## src/e1ec_consts.svh

```systemverilog
// Register offsets, field positions, reset values and timing figures
// for the receive error counters; definitions only, included by name.
`ifndef E1EC_CONSTS_SVH
`define E1EC_CONSTS_SVH

// Byte addresses on the parallel control port
`define E1EC_ADDR_CRC_HIGH_FAS_HIGH 8'h02
`define E1EC_ADDR_CRC_LOW           8'h03
`define E1EC_ADDR_EBIT_HIGH_FAS_LOW 8'h04
`define E1EC_ADDR_EBIT_LOW          8'h05

// Counter widths and field positions
`define E1EC_CRC_W        10
`define E1EC_EBIT_W       10
`define E1EC_FAS_W        12
`define E1EC_FAS_FIELD_LO 2
`define E1EC_FAS_SPLIT    6

// Frames of the CRC4 multiframe whose first bit carries an E bit
`define E1EC_EBIT_FRAME_A 4'hD
`define E1EC_EBIT_FRAME_B 4'hF

// Reset and unmapped read values
`define E1EC_RESET_BYTE   8'h00
`define E1EC_UNMAPPED     8'h00

// Update intervals, in ns as printed, and the clock period in ns
`define E1EC_CLK_NS       8
`define E1EC_SLOW_NS      1000000000
`define E1EC_FAST_NS      62500000
`define E1EC_SLOW_CYCLES  (`E1EC_SLOW_NS / `E1EC_CLK_NS)
`define E1EC_FAST_CYCLES  (`E1EC_FAST_NS / `E1EC_CLK_NS)

`endif

```

## src/e1ec_pkg.sv

```systemverilog
// Types shared by the receive error counter block.
// Assumes the constants header defines the field widths.
`include "e1ec_consts.svh"

package e1ec_pkg;

  // Receive framer indications, sampled every clock
  typedef struct packed {
    logic       frame_start;
    logic [3:0] frame_num;
    logic       first_bit;
    logic       crc_fail;
    logic       fas_err;
  } e1ec_rx_t;

  // Synchronisation state of the receive framer
  typedef struct packed {
    logic receive_sync_lost;
    logic crc4_sync_lost;
    logic cas_sync_lost;
  } e1ec_sync_t;

  // Parallel control port access
  typedef struct packed {
    logic       rd;
    logic       wr;
    logic [7:0] addr;
    logic [7:0] wdata;
  } e1ec_host_t;

endpackage

```

## src/e1ec_counters.sv

```systemverilog
// Receive performance counters: CRC4 codeword, E-bit and alignment word
// errors, latched into byte registers at each update boundary.
// Assumes framer indications and host strobes are synchronous to clk.
`timescale 1ns/1ps
`include "e1ec_consts.svh"

// Contract
// - CRC4 count bits 9..8 sit in bits 1..0 at 0x02 and bits 7..0 at 0x03.
// - The top six alignment count bits sit in bits 7..2 at 0x02.
// - With CRC4 multiframing the E-bit counter looks at the first bit of frames 13 and 15.
// - The E-bit counter rises by one for each E bit of zero and not for a one.
// - The E-bit counter stops while alignment or CRC4 sync is lost, not for CAS loss alone.
// - The low six alignment count bits sit in bits 7..2 at 0x04.
// - The alignment counter is twelve bits and rises once per bad alignment word.
// - The alignment counter holds while receive sync is lost.
// - The E-bit counter is ten bits wide and needs no saturation.
// - The alignment counter holds 4000 errors a second without saturation.
// - Alignment count bit 0 is bit 2 at 0x04 and bit 11 is bit 7 at 0x02.
// - Counts transfer every second, or every 62.5 ms when fast update is selected.
// - The CRC4 counter stops while alignment or CRC4 sync is lost, not for CAS loss alone.
// - The CRC4 counter rises once per failed sub-multiframe codeword.
module e1ec_counters
  import e1ec_pkg::*;
#(
  parameter int SLOW_CYCLES = `E1EC_SLOW_CYCLES,
  parameter int FAST_CYCLES = `E1EC_FAST_CYCLES
) (
  // Clock and reset
  input  wire logic       clk,
  input  wire logic       reset,
  // Framer side
  input  wire e1ec_rx_t   rx,
  input  wire e1ec_sync_t sync,
  input  wire logic       crc4_mode,
  input  wire logic       fast_update_select,
  // Parallel control port
  input  wire e1ec_host_t host,
  output logic [7:0]      rdata_r,
  output logic            rvalid_r,
  // Update boundary marker
  output logic            update_tick_r
);

  localparam int TW = 32;

  // The boundary compare needs at least two cycles per interval
  if (FAST_CYCLES < 2 || SLOW_CYCLES < FAST_CYCLES) begin : g_bad_period
    $error("e1ec_counters: update periods out of range");
  end

  logic [TW-1:0]              timer_r;
  logic [TW-1:0]              period;
  logic                       tick;
  logic [`E1EC_CRC_W-1:0]     crc_acc_r;
  logic [`E1EC_EBIT_W-1:0]    ebit_acc_r;
  logic [`E1EC_FAS_W-1:0]     fas_acc_r;
  logic [`E1EC_CRC_W-1:0]     crc_hold_r;
  logic [`E1EC_EBIT_W-1:0]    ebit_hold_r;
  logic [`E1EC_FAS_W-1:0]     fas_hold_r;
  logic                       frame_lost;
  logic                       crc_inc;
  logic                       ebit_inc;
  logic                       fas_inc;
  logic [7:0]                 rd_nxt;

  // Interval timer; the period is picked afresh each cycle so a change of
  // the select takes effect within the running interval.
  assign period = fast_update_select ? TW'(FAST_CYCLES) : TW'(SLOW_CYCLES);
  assign tick   = (timer_r >= period - TW'(1));

  always_ff @(posedge clk or posedge reset) begin
    if (reset) begin
      timer_r <= '0;
    end else if (tick) begin
      timer_r <= '0;
    end else begin
      timer_r <= timer_r + TW'(1);
    end
  end

  always_ff @(posedge clk or posedge reset) begin
    if (reset) begin
      update_tick_r <= 1'b0;
    end else begin
      update_tick_r <= tick;
    end
  end

  // CAS multiframe loss is deliberately not a term here
  assign frame_lost = sync.receive_sync_lost | sync.crc4_sync_lost;
  assign crc_inc    = rx.crc_fail & ~frame_lost;
  assign ebit_inc   = rx.frame_start & crc4_mode & ~rx.first_bit & ~frame_lost
                    & (rx.frame_num == `E1EC_EBIT_FRAME_A
                       || rx.frame_num == `E1EC_EBIT_FRAME_B);
  assign fas_inc    = rx.fas_err & ~sync.receive_sync_lost;

  // Accumulators: an event in the boundary cycle starts the new interval
  // at one so it is never lost. Widths cover the worst case per interval,
  // so no saturation is needed.
  always_ff @(posedge clk or posedge reset) begin
    if (reset) begin
      crc_acc_r <= '0;
    end else if (tick) begin
      crc_acc_r <= `E1EC_CRC_W'(crc_inc);
    end else if (crc_inc) begin
      crc_acc_r <= crc_acc_r + `E1EC_CRC_W'(1);
    end
  end

  always_ff @(posedge clk or posedge reset) begin
    if (reset) begin
      ebit_acc_r <= '0;
    end else if (tick) begin
      ebit_acc_r <= `E1EC_EBIT_W'(ebit_inc);
    end else if (ebit_inc) begin
      ebit_acc_r <= ebit_acc_r + `E1EC_EBIT_W'(1);
    end
  end

  always_ff @(posedge clk or posedge reset) begin
    if (reset) begin
      fas_acc_r <= '0;
    end else if (tick) begin
      fas_acc_r <= `E1EC_FAS_W'(fas_inc);
    end else if (fas_inc) begin
      fas_acc_r <= fas_acc_r + `E1EC_FAS_W'(1);
    end
  end

  // Holding registers change only at a boundary; host writes never reach them
  always_ff @(posedge clk or posedge reset) begin
    if (reset) begin
      crc_hold_r  <= '0;
      ebit_hold_r <= '0;
      fas_hold_r  <= '0;
    end else if (tick) begin
      crc_hold_r  <= crc_acc_r;
      ebit_hold_r <= ebit_acc_r;
      fas_hold_r  <= fas_acc_r;
    end
  end

  // Read mux; the alignment count straddles two bytes
  always_comb begin
    unique case (host.addr)
      `E1EC_ADDR_CRC_HIGH_FAS_HIGH: rd_nxt = {fas_hold_r[11:6], crc_hold_r[9:8]};
      `E1EC_ADDR_CRC_LOW:           rd_nxt = crc_hold_r[7:0];
      `E1EC_ADDR_EBIT_HIGH_FAS_LOW: rd_nxt = {fas_hold_r[5:0], ebit_hold_r[9:8]};
      `E1EC_ADDR_EBIT_LOW:          rd_nxt = ebit_hold_r[7:0];
      default:                      rd_nxt = `E1EC_UNMAPPED;
    endcase
  end

  always_ff @(posedge clk or posedge reset) begin
    if (reset) begin
      rdata_r  <= `E1EC_RESET_BYTE;
      rvalid_r <= 1'b0;
    end else begin
      rvalid_r <= host.rd;
      if (host.rd) begin
        rdata_r <= rd_nxt;
      end
    end
  end
endmodule

```

## config.mk

```make
export PLATFORM = sky130hd
export DESIGN_NAME = e1ec_counters
export DESIGN_NICKNAME = d
export VERILOG_FILES = /design/src/e1ec_pkg.sv /design/src/e1ec_counters.sv
export VERILOG_INCLUDE_DIRS = /design/src
export SDC_FILE = /design/constraint.sdc
export NUM_CORES = 1
export LEC_CHECK = 0
export BUFFER_PORTS_ARGS = -buffer_cell sky130_fd_sc_hd__buf_2
export CAP_MARGIN = 20
export CORE_MARGIN = 2
export CORE_UTILIZATION = 59
export CTS_CLUSTER_SIZE = 20
export DETAILED_ROUTE_END_ITERATION = 8
export GPL_ROUTABILITY_DRIVEN = 0
export PLACE_DENSITY = 0.9
export REMOVE_ABC_BUFFERS = 1
export SYNTH_ARGS = -nofsm -noshare
export SYNTH_HDL_FRONTEND = slang
export SYNTH_SLANG_ARGS = --single-unit
```

## constraint.sdc

```tcl
create_clock -name clk -period 4.9 [get_ports clk]
set_input_delay 1.47 -clock clk [delete_from_list [all_inputs] [get_ports clk]]
set_output_delay 1.47 -clock clk [all_outputs]
set_load 0.005 [all_outputs]
```

# After elaboration in Yosys (flattened, before gate mapping)
# Cells that the tools add are included.
[op_classes]
add_sub_neg = 5
n_lt_le_gt_ge = 1
n_eq_ne = 6
n_mux = 9
n_bitwise = 10
reduce_logical = 4
[op_table]
columns = ["operator", "n"]
rows = [
  ["10-bit 2-to-1 mux", 4],
  ["32-bit by 1-bit adder with 32-bit output, second input constant", 1],
  ["32-bit greater-or-equal comparator", 1],
  ["32-bit 2-to-1 mux", 1],
  ["8-bit case mux with 4 select lines", 1],
  ["27-bit by 1-bit subtractor with 28-bit output, second input constant", 1],
  ["27-bit 2-to-1 mux", 1],
  ["12-bit 2-to-1 mux", 2],
  ["10-bit by 1-bit adder with 10-bit output, second input constant", 2],
  ["8-bit by 2-bit equality test with 1-bit output, second input constant", 2],
  ["8-bit by 3-bit equality test with 1-bit output, second input constant", 2],
  ["12-bit by 1-bit adder with 12-bit output, second input constant", 1],
  ["4-bit equality test, second input constant", 2],
  ["1-bit AND", 6],
  ["2-bit nonzero test", 3],
  ["1-bit NOT", 3],
  ["1-bit logical OR", 1],
  ["1-bit OR", 1],
]
[totals]
ff_bits = 106
inputBits = 33
out_inout_bits = 10
wordCells = 45

# Logic depth before layout (Yosys ltp)
# Gate-level depths: netlist (run 1).
[depth]
word_depth = 6
mapped_depth = 10
mapped_depth_nobuf = 7

# Worst setup path after synthesis (run 1)
# OpenSTA, ideal clock, no wires.
[synth_timing]
path_kind = "input to register"
startpoint = "in fast_update_select"
endpoint = "reg crc_hold_r[0]"
setup_time_ns = 0.125
t_arrival_ns = 3.037
t_required_ns = 4.775
setup_slack_ns = 1.738
path_stages = 8
path_buffers = 2
cell_sequence = "ha_1 > nand4b_1 > nor4_1 > and4_1 > a21o_1 > buf_6 > buf_6 > mux2_2"
[synth_via]
elab_chain_len = 3
[synth_rtl]
columns = ["item", "line_no", "rtl"]
rows = [
  ["start, declared", "e1ec_counters.sv:35", "input wire logic fast_update_select,"],
  ["27-bit 2-to-1 mux", "e1ec_counters.sv:68", "assign period = fast_update_select ? TW'(FAST_CYCLES) : TW'(SLOW_CYCLES);"],
  ["27-bit by 1-bit subtractor with 28-bit output", "e1ec_counters.sv:69", "assign tick = (timer_r >= period - TW'(1));"],
  ["32-bit greater-or-equal comparator", "e1ec_counters.sv:69", ""],
  ["end signal, assigned", "e1ec_counters.sv:137", "crc_hold_r <= crc_acc_r;"],
  ["end, declared", "e1ec_counters.sv:57", "logic [`E1EC_CRC_W-1:0] crc_hold_r;"],
]
# No other way between the ends.
# A chain may end at the register's enable or synchronous reset.

# Worst setup path in the final report (run 1)
[layout_timing]
startpoint = "in fast_update_select"
endpoint = "reg crc_hold_r[8]"
# The elaborated chain is that of the path after synthesis.

==> impl_results.md, run 1 <==
* Accumulated negative setup slack at 0 ns
* Combinational Power Share at 4.0%
* Cell Count, Final, Fillers Out at 586
* Width of the die at 96.8 um
* Rel. slew slack at 60.3%
* Switching share of total power at 22.9%
* Final hold violation count at 0
* Static Leakage at 2.50 nW
* Setup-violating endpoint count in the final report at 0
* Cell with the largest stage delay on the worst path: sky130_fd_sc_hd__mux2_2
* Sequential area share after synthesis at 52.2%
* Sequential cell area at 2650 um2
* Ratio of cells with drive above 1 in the final layout at 18.1%
* CP Class: in -> reg
* Syn avg cell area at 11.5 um2
* Number of cells on the critical path at 9
* Final period utilization at 67.3%
* TritonRoute pass-1 iters at 4
* Worst Max-Slew Pin Slew at 0.592 ns
* Maximum fanout along the worst path at 61
* Clock Skews at 0.0116 ns
* Worst skew pair latency at 0.37 ns
* Global-route usage over all layers at 21.8%
* Count of cell types in the netlist at 49
* Count of mapped cells out of synthesis at 440
* Endpoint type of the worst setup path: flop
* Largest net degree at the start of global routing at 62
* Setup repair after global routing missed its margin: false
* Number of routed nets with antenna violations at 0
* Post-CTS setup buffers at 0
* Count of filler cells inserted in the layout at 580
* Clk pin slew, worst setup/hold paths at 0.09 ns
* CP startpoint: fast_update_select
* Min-delay worst type: reg -> reg
* Max IR drop VDD at 0.139 mV
* Grt ovf at 0
* Number of cells upsized or downsized after cts at 0
* Root Buffer Master: sky130_fd_sc_hd__clkbuf_8
* Crit path cell chain: buf_2, inv_1, ha_1, nand4b_1, nor3_1, a211o_1, a21o_2, buf_12, mux2_2
* Result of the run: finished, final reports clean
* Final Max Tran Viols at 0
* Hold Slack at 0.490 ns
* Number of sinks handled by clock tree synthesis at 106
* Via count at 3503
* H-tree levels at 3
* Via count normalized by instance count at 5.98
* End point of the critical path: crc_hold_r[8]$_DFFE_PP0P_
* Clock network power share at 36.1%
* Total internal power at 1.13 mW
* Area of the multi-input gates at 2300 um2
* I/O pin count at 43
* Area of the mapped netlist at 5080 um2
* Core ar. at 8300 um2
* Time the worst path needs with I/O delays and setup at 3.30 ns
* Port Buffers at 31
* Fraction of power consumed by sequential logic at 59.9%
* Crit path required time at 5.16 ns
* Post-DR wirelength/cell at 16.4 um
* Cell count after placement at 570
* Slowest stage delay, CP at 0.38 ns
* Post-route worst setup slack at 1.60 ns
* Diodes inserted at 0
* Number of buffer and inverter instances along the worst setup path at 3
* Maximum buffer depth of the clock tree at 2
* Reg2reg start: timer_r[25]$_DFF_PP0_
* CTS tree: built
* Area growth from synthesis to final layout at 8.77%
* Share of synthesized registers carrying an async set or reset at 100%
* Number of placement rows at 33
* Detailed router's first-iteration violation count at 164
* Via count of the first global-routing pass at 3457
* Number of enable flip-flop cells after synthesis at 0
* Count of hold-fix buffers inserted at cts at 0
* Register-to-Register Setup Slack at 2.48 ns
* Flip-flop and latch count after synthesis at 106
* Final Routed Wirelength at 9.63 mm
* Hold path depth at 1
* DIE AREA at 9370 um2
* Startpoint type of the worst setup path: primary input
* Count of yosys warnings during synthesis at 0
* Pwr Density at 266 nW/um2
* End of the worst register-to-register path: crc_hold_r[8]$_DFFE_PP0P_
* Most used DFF post-synth: sky130_fd_sc_hd__dfrtp_1
* DRC at 0
* Antenna violations before repair at 0
* Final HPWL DP at 6.66 mm
* Data arrival time of the critical path at 3.56 ns
* Die Span Y at 96.8 um
* Cell count of the worst reg-to-reg path at 7
* Effective utilization at floorplan at 61.2%
* Final core area utilization at 66.6%
* Wire length of the first global-routing pass at 16.6 mm
* Top Family by Delay on Critical Path: buffers and inverters
* Pre-CTS setup slack at 1.24 ns
* Highest clock rate at 303 MHz
* Total number of nets in the final design at 525
* Number of clock buffers inserted by TritonCTS at 9
* Max-cap check violation count at 0
* Sw power at 0.337 mW
logic make-up (layout without fill, tap and decap cells):
kind of cell | count (synthesis) | after routing | synth area share [%]
other | 1 | 4 | 0.0738
muxes | 35 | 35 | 7.68
xor gates and xnor gates | 53 | 53 | 9.14
adders and majority gates | 16 | 16 | 3.94
and+or+nand+nor | 163 | 163 | 17.5
buffers and inverters | 24 | 62 | 2.73
DFF | 106 | 106 | 52.2
AOI/OAI and AO/OA | 42 | 42 | 6.70
metrics by stage:
stage,power (mW),instance area (um2)
after floorplan,0.932,4990
after global placement,0.956,5330
after global routing,1.52,5530
after detailed placement,0.959,5330
after CTS,1.48,5530
final,1.47,5530
power by group through the flow:
stage / clock (mW) / combinational (mW) / sequential (mW)
2_1_floorplan: 0 / 0.0338 / 0.898
3_3_place_gp: 0 / 0.0577 / 0.899
3_5_place_dp: 0 / 0.0600 / 0.899
4_1_cts: 0.542 / 0.0602 / 0.882
5_1_grt: 0.575 / 0.0670 / 0.883
6_report: 0.531 / 0.0588 / 0.882
routing by layer:
layer	vias to the layer above	part of all wire, %	track usage (%)
met3	21	4.6	5.06
li1	1627	-	-
met1	1762	45	29.6
met4	0	2.0	7.37
met5	-	0	0
met2	93	48	34.7
sequential cells by signal (all words and copies together), names as in the netlist:
signal and count:
crc_acc_r 10, update_tick_r 1, rdata_r 8, fas_acc_r 12
crc_hold_r 10, ebit_acc_r 10, rvalid_r 1, timer_r 32
ebit_hold_r 10, fas_hold_r 12
final cells by class:
class                           instances  share of cell area [%]
Clock buffer                           10                    2.31
Sequential cell                       106                    48.0
Inverter                               10                   0.724
Timing Repair Buffer                   36                    3.71
Clock inverter                          6                    1.22
Tap cell                              105                    2.38
Multi-Input combinational cell        313                    41.7
worst min path at each step:
stage                              start                         to
2_1_floorplan       timer_r[0]$_DFF_PP0_       timer_r[0]$_DFF_PP0_
3_3_place_gp      rdata_r[5]$_DFFE_PP0P_     rdata_r[5]$_DFFE_PP0P_
3_5_place_dp      rdata_r[3]$_DFFE_PP0P_     rdata_r[3]$_DFFE_PP0P_
4_1_cts           rdata_r[3]$_DFFE_PP0P_     rdata_r[3]$_DFFE_PP0P_
5_1_grt        crc_hold_r[1]$_DFFE_PP0P_  crc_hold_r[1]$_DFFE_PP0P_
6_report          rdata_r[3]$_DFFE_PP0P_     rdata_r[3]$_DFFE_PP0P_
synth_stat cells, types with 8 or more instances:
cell	number	share of area, %
sky130_fd_sc_hd__dfrtp_1	106	52
sky130_fd_sc_hd__nor2_1	67	4.9
sky130_fd_sc_hd__xor2_1	32	5.5
sky130_fd_sc_hd__mux2_2	27	6.0
sky130_fd_sc_hd__xnor2_1	21	3.6
sky130_fd_sc_hd__nand2_1	18	1.3
sky130_fd_sc_hd__ha_1	16	3.9
sky130_fd_sc_hd__nand3_1	16	1.6
sky130_fd_sc_hd__nand4_1	13	1.6
sky130_fd_sc_hd__and3_1	12	1.5
sky130_fd_sc_hd__inv_1	9	0.66
sky130_fd_sc_hd__a221oi_1	8	1.4
sky130_fd_sc_hd__a22o_1	8	1.4
sky130_fd_sc_hd__o2bb2ai_1	8	1.4
placed cells by master, fill, tap and decap left out, drive strengths merged, types with 2 or more instances in the layout:
cell type	count
a211o	2
a211oi	4
a21o	2
a21oi	3
a221oi	8
a22o	8
and3	12
and4	4
buf	36
clkbuf	10
clkinv	4
clkinvlp	2
conb	4
dfrtp	106
ha	16
inv	9
mux2	32
mux2i	3
nand2	18
nand2b	2
nand3	16
nand4	13
nand4b	5
nor2	67
nor2b	3
nor3	7
nor4	6
nor4b	3
o21ai	2
o2bb2ai	8
or3	2
xnor2	21
xor2	32
(Power assumes the default switching activity.)
==> run 2: changes to the inputs <==
- clock period: 4.9 -> 3.1 ns (I/O delays scaled with it)
==> run 2 against run 1 <==
  * Global-route usage increased by 0.46 points
  * Final cell count grew 0.68%
  * Sequential share of layout area is 0.41 points lower
  * Die area is the same
  * Hold slack got worse by 0.0038 ns
  * First-iteration DRC count increased by 24%
  * Largest power group unchanged
==> impl_results.md, run 2 (same netlist as run 1, synthesis figures left out) <==
* Count of hold-fix buffers inserted at cts at 0 (unchanged)
* Port Buffers at 31 (unchanged)
* Time the worst path needs with I/O delays and setup at 2.74 ns
* DIE AREA at 9370 um2 (unchanged)
* Core ar. at 8300 um2 (unchanged)
* Post-CTS setup buffers at 0 (unchanged)
* Final Max Tran Viols at 0 (unchanged)
* Detailed router's first-iteration violation count at 203 (+24%)
* Commonest non-fill, non-tap cells in the layout: sky130_fd_sc_hd__dfrtp_1, sky130_fd_sc_hd__nor2_1, sky130_fd_sc_hd__xor2_1, sky130_fd_sc_hd__buf_2, sky130_fd_sc_hd__mux2_2
* Most common cell after layout, fill and taps aside: sky130_fd_sc_hd__dfrtp_1
* Rel. slew slack at 51.8% (-8.5 points)
* Via count normalized by instance count at 5.96 (-0.25%)
* Endpoint type of the worst setup path: flop
* GRT met3 Usage at 4.34% (-0.72 points)
* Root Buffer Master: sky130_fd_sc_hd__clkbuf_8
* Antenna violations before repair at 0 (unchanged)
* Final period utilization at 88.3%
* Total number of nets in the final design at 529 (+0.76%)
* Clk pin slew, worst setup/hold paths at 0.09 ns (about the same)
* Width of the die at 96.8 um (unchanged)
* CTS tree: built
* Accumulated negative setup slack at 0 ns (unchanged)
* Min-delay worst type: reg -> reg
* Data arrival time of the critical path at 2.99 ns (-0.57 ns)
* Flip-flop count of the largest register after layout at 32 (unchanged)
* Via count at 3518 (+0.43%)
* Post-route worst setup slack at 0.363 ns (-1.24 ns)
* Post-DR wirelength/cell at 17.0 um (+3.3%)
* Static Leakage at 2.52 nW (+0.80%)
* Registers with the most flip-flops: timer_r (32), fas_acc_r (12), fas_hold_r (12)
* Pre-CTS setup slack at 0.0595 ns (-1.18 ns)
* Pwr Density at 418 nW/um2 (+57%)
* Startpoint type of the worst setup path: primary input
* Largest net degree at the start of global routing at 59 (-4.8%)
* CP Class: in -> reg
* I/O pin count at 43 (unchanged)
* Worst skew pair latency at 0.37 ns (about the same)
* Global-route usage over all layers at 22.2% (+0.46 points)
* Result of the run: finished, final reports clean
* Crit path required time at 3.35 ns (-1.81 ns)
* Most Crowded Layer GR: met2
* Die Span Y at 96.8 um (unchanged)
* Number of clock buffers inserted by TritonCTS at 9 (unchanged)
* Diodes inserted at 0 (unchanged)
* Maximum fanout along the worst path at 13 (-79%)
* Clock Skews at 0.0112 ns (-0.000309 ns)
* Area growth from synthesis to final layout at 9.70%
* DRC at 0 (unchanged)
* Max IR drop VDD at 0.352 mV (+150%)
* H-tree levels at 3 (unchanged)
* Setup-violating endpoint count in the final report at 0 (unchanged)
* Maximum buffer depth of the clock tree at 2 (unchanged)
* Number of sinks handled by clock tree synthesis at 106 (unchanged)
* Final core area utilization at 67.2% (+0.57 points)
* Grt ovf at 0 (unchanged)
* Final Routed Wirelength at 10.0 mm (+4.0%)
* Effective utilization at floorplan at 61.2% (unchanged)
* Ratio of cells with drive above 1 in the final layout at 18.4% (+0.26 points)
* Global-route met2 utilization at 37.0% (+2.3 points)
* Setup repair after global routing missed its margin: false
* Final HPWL DP at 7.01 mm (+5.3%)
* Via count of the first global-routing pass at 3583 (+3.6%)
* Number of placement rows at 33 (unchanged)
* Final hold violation count at 0 (unchanged)
* Worst Max-Slew Pin Slew at 0.723 ns (+0.130 ns)
* Highest clock rate at 365 MHz
* Routing usage on met1 at 29.3% (-0.33 points)
* Wire length of the first global-routing pass at 17.0 mm (+2.3%)
* TritonRoute pass-1 iters at 5 (+1)
* Max-cap check violation count at 0 (unchanged)
* Register with the most flip-flops: timer_r
* Power Total at 2.33 mW (+58%)
* Number of cells upsized or downsized after cts at 0 (unchanged)
* Number of routed nets with antenna violations at 0 (unchanged)
-- run 2: cell count changes in the layout (fill, tap and decap cells not counted), sizes merged --
cell,previous run,this run
clkinvlp,2,3
buf,36,40
clkinv,4,1
clkbuf,10,12
-- run 2: area by class of cell --
type / count / area (um2)
Clock buffer: 12 / 135
Clock inverter: 4 / 52.6
Fill cell: 596 / 2730
Inverter: 10 / 40.0
Multi-Input combinational cell: 313 / 2300
Sequential cell: 106 / 2650
Tap cell: 105 / 131
Timing Repair Buffer: 40 / 260
-- run 2: path summary, 6_finish.rpt --
path / from / end / slack, ns / depth (start not counted)
worst max-delay path: fast_update_select / fas_hold_r[8]$_DFFE_PP0P_ / 0.36 / 9
worst min-delay path: timer_r[0]$_DFF_PP0_ / timer_r[0]$_DFF_PP0_ / 0.49 / 1
worst max register to register: timer_r[25]$_DFF_PP0_ / fas_hold_r[8]$_DFFE_PP0P_ / 0.76 / 7
worst min register to register: timer_r[0]$_DFF_PP0_ / timer_r[0]$_DFF_PP0_ / 0.49 / 1
max in group asynchronous: reset / fas_hold_r[0]$_DFFE_PP0P_ / 1.72 / 3
min in group asynchronous: reset / update_tick_r$_DFF_PP0_ / 0.68 / 2
-- run 2: metrics by stage --
stage,hold slack [ns],std cells,cell area [um2]
2_1_floorplan,0.455,429,4990
3_3_place_gp,0.467,574,5390
3_5_place_dp,0.476,574,5390
4_1_cts,0.491,590,5570
5_1_grt,0.515,590,5570
6_report,0.486,590,5570
-- run 2: critical path: stages --
cell and delay, ns:
sky130_fd_sc_hd__buf_2 0.21, sky130_fd_sc_hd__inv_1 0.14, sky130_fd_sc_hd__ha_1 0.30, sky130_fd_sc_hd__nand4b_1 0.14
sky130_fd_sc_hd__nor3_1 0.26, sky130_fd_sc_hd__a211o_1 0.20, sky130_fd_sc_hd__a21o_2 0.22, sky130_fd_sc_hd__buf_4 0.23
sky130_fd_sc_hd__mux2_2 0.35
-- run 2: layer usage --
| metal | part of all wire, % | up-vias |
|---|---|---|
| li1 | - | 1630 |
| met1 | 45 | 1771 |
| met5 | 0 | - |
| met3 | 4.2 | 21 |
| met2 | 49 | 96 |
| met4 | 2.2 | 0 |
-- run 2: power by group --
group	switching (mW)	internal (mW)	leakage (nW)
clock	0.465	0.375	0.0828
combinational	0.0650	0.0319	0.975
sequential	0.00584	1.39	1.46
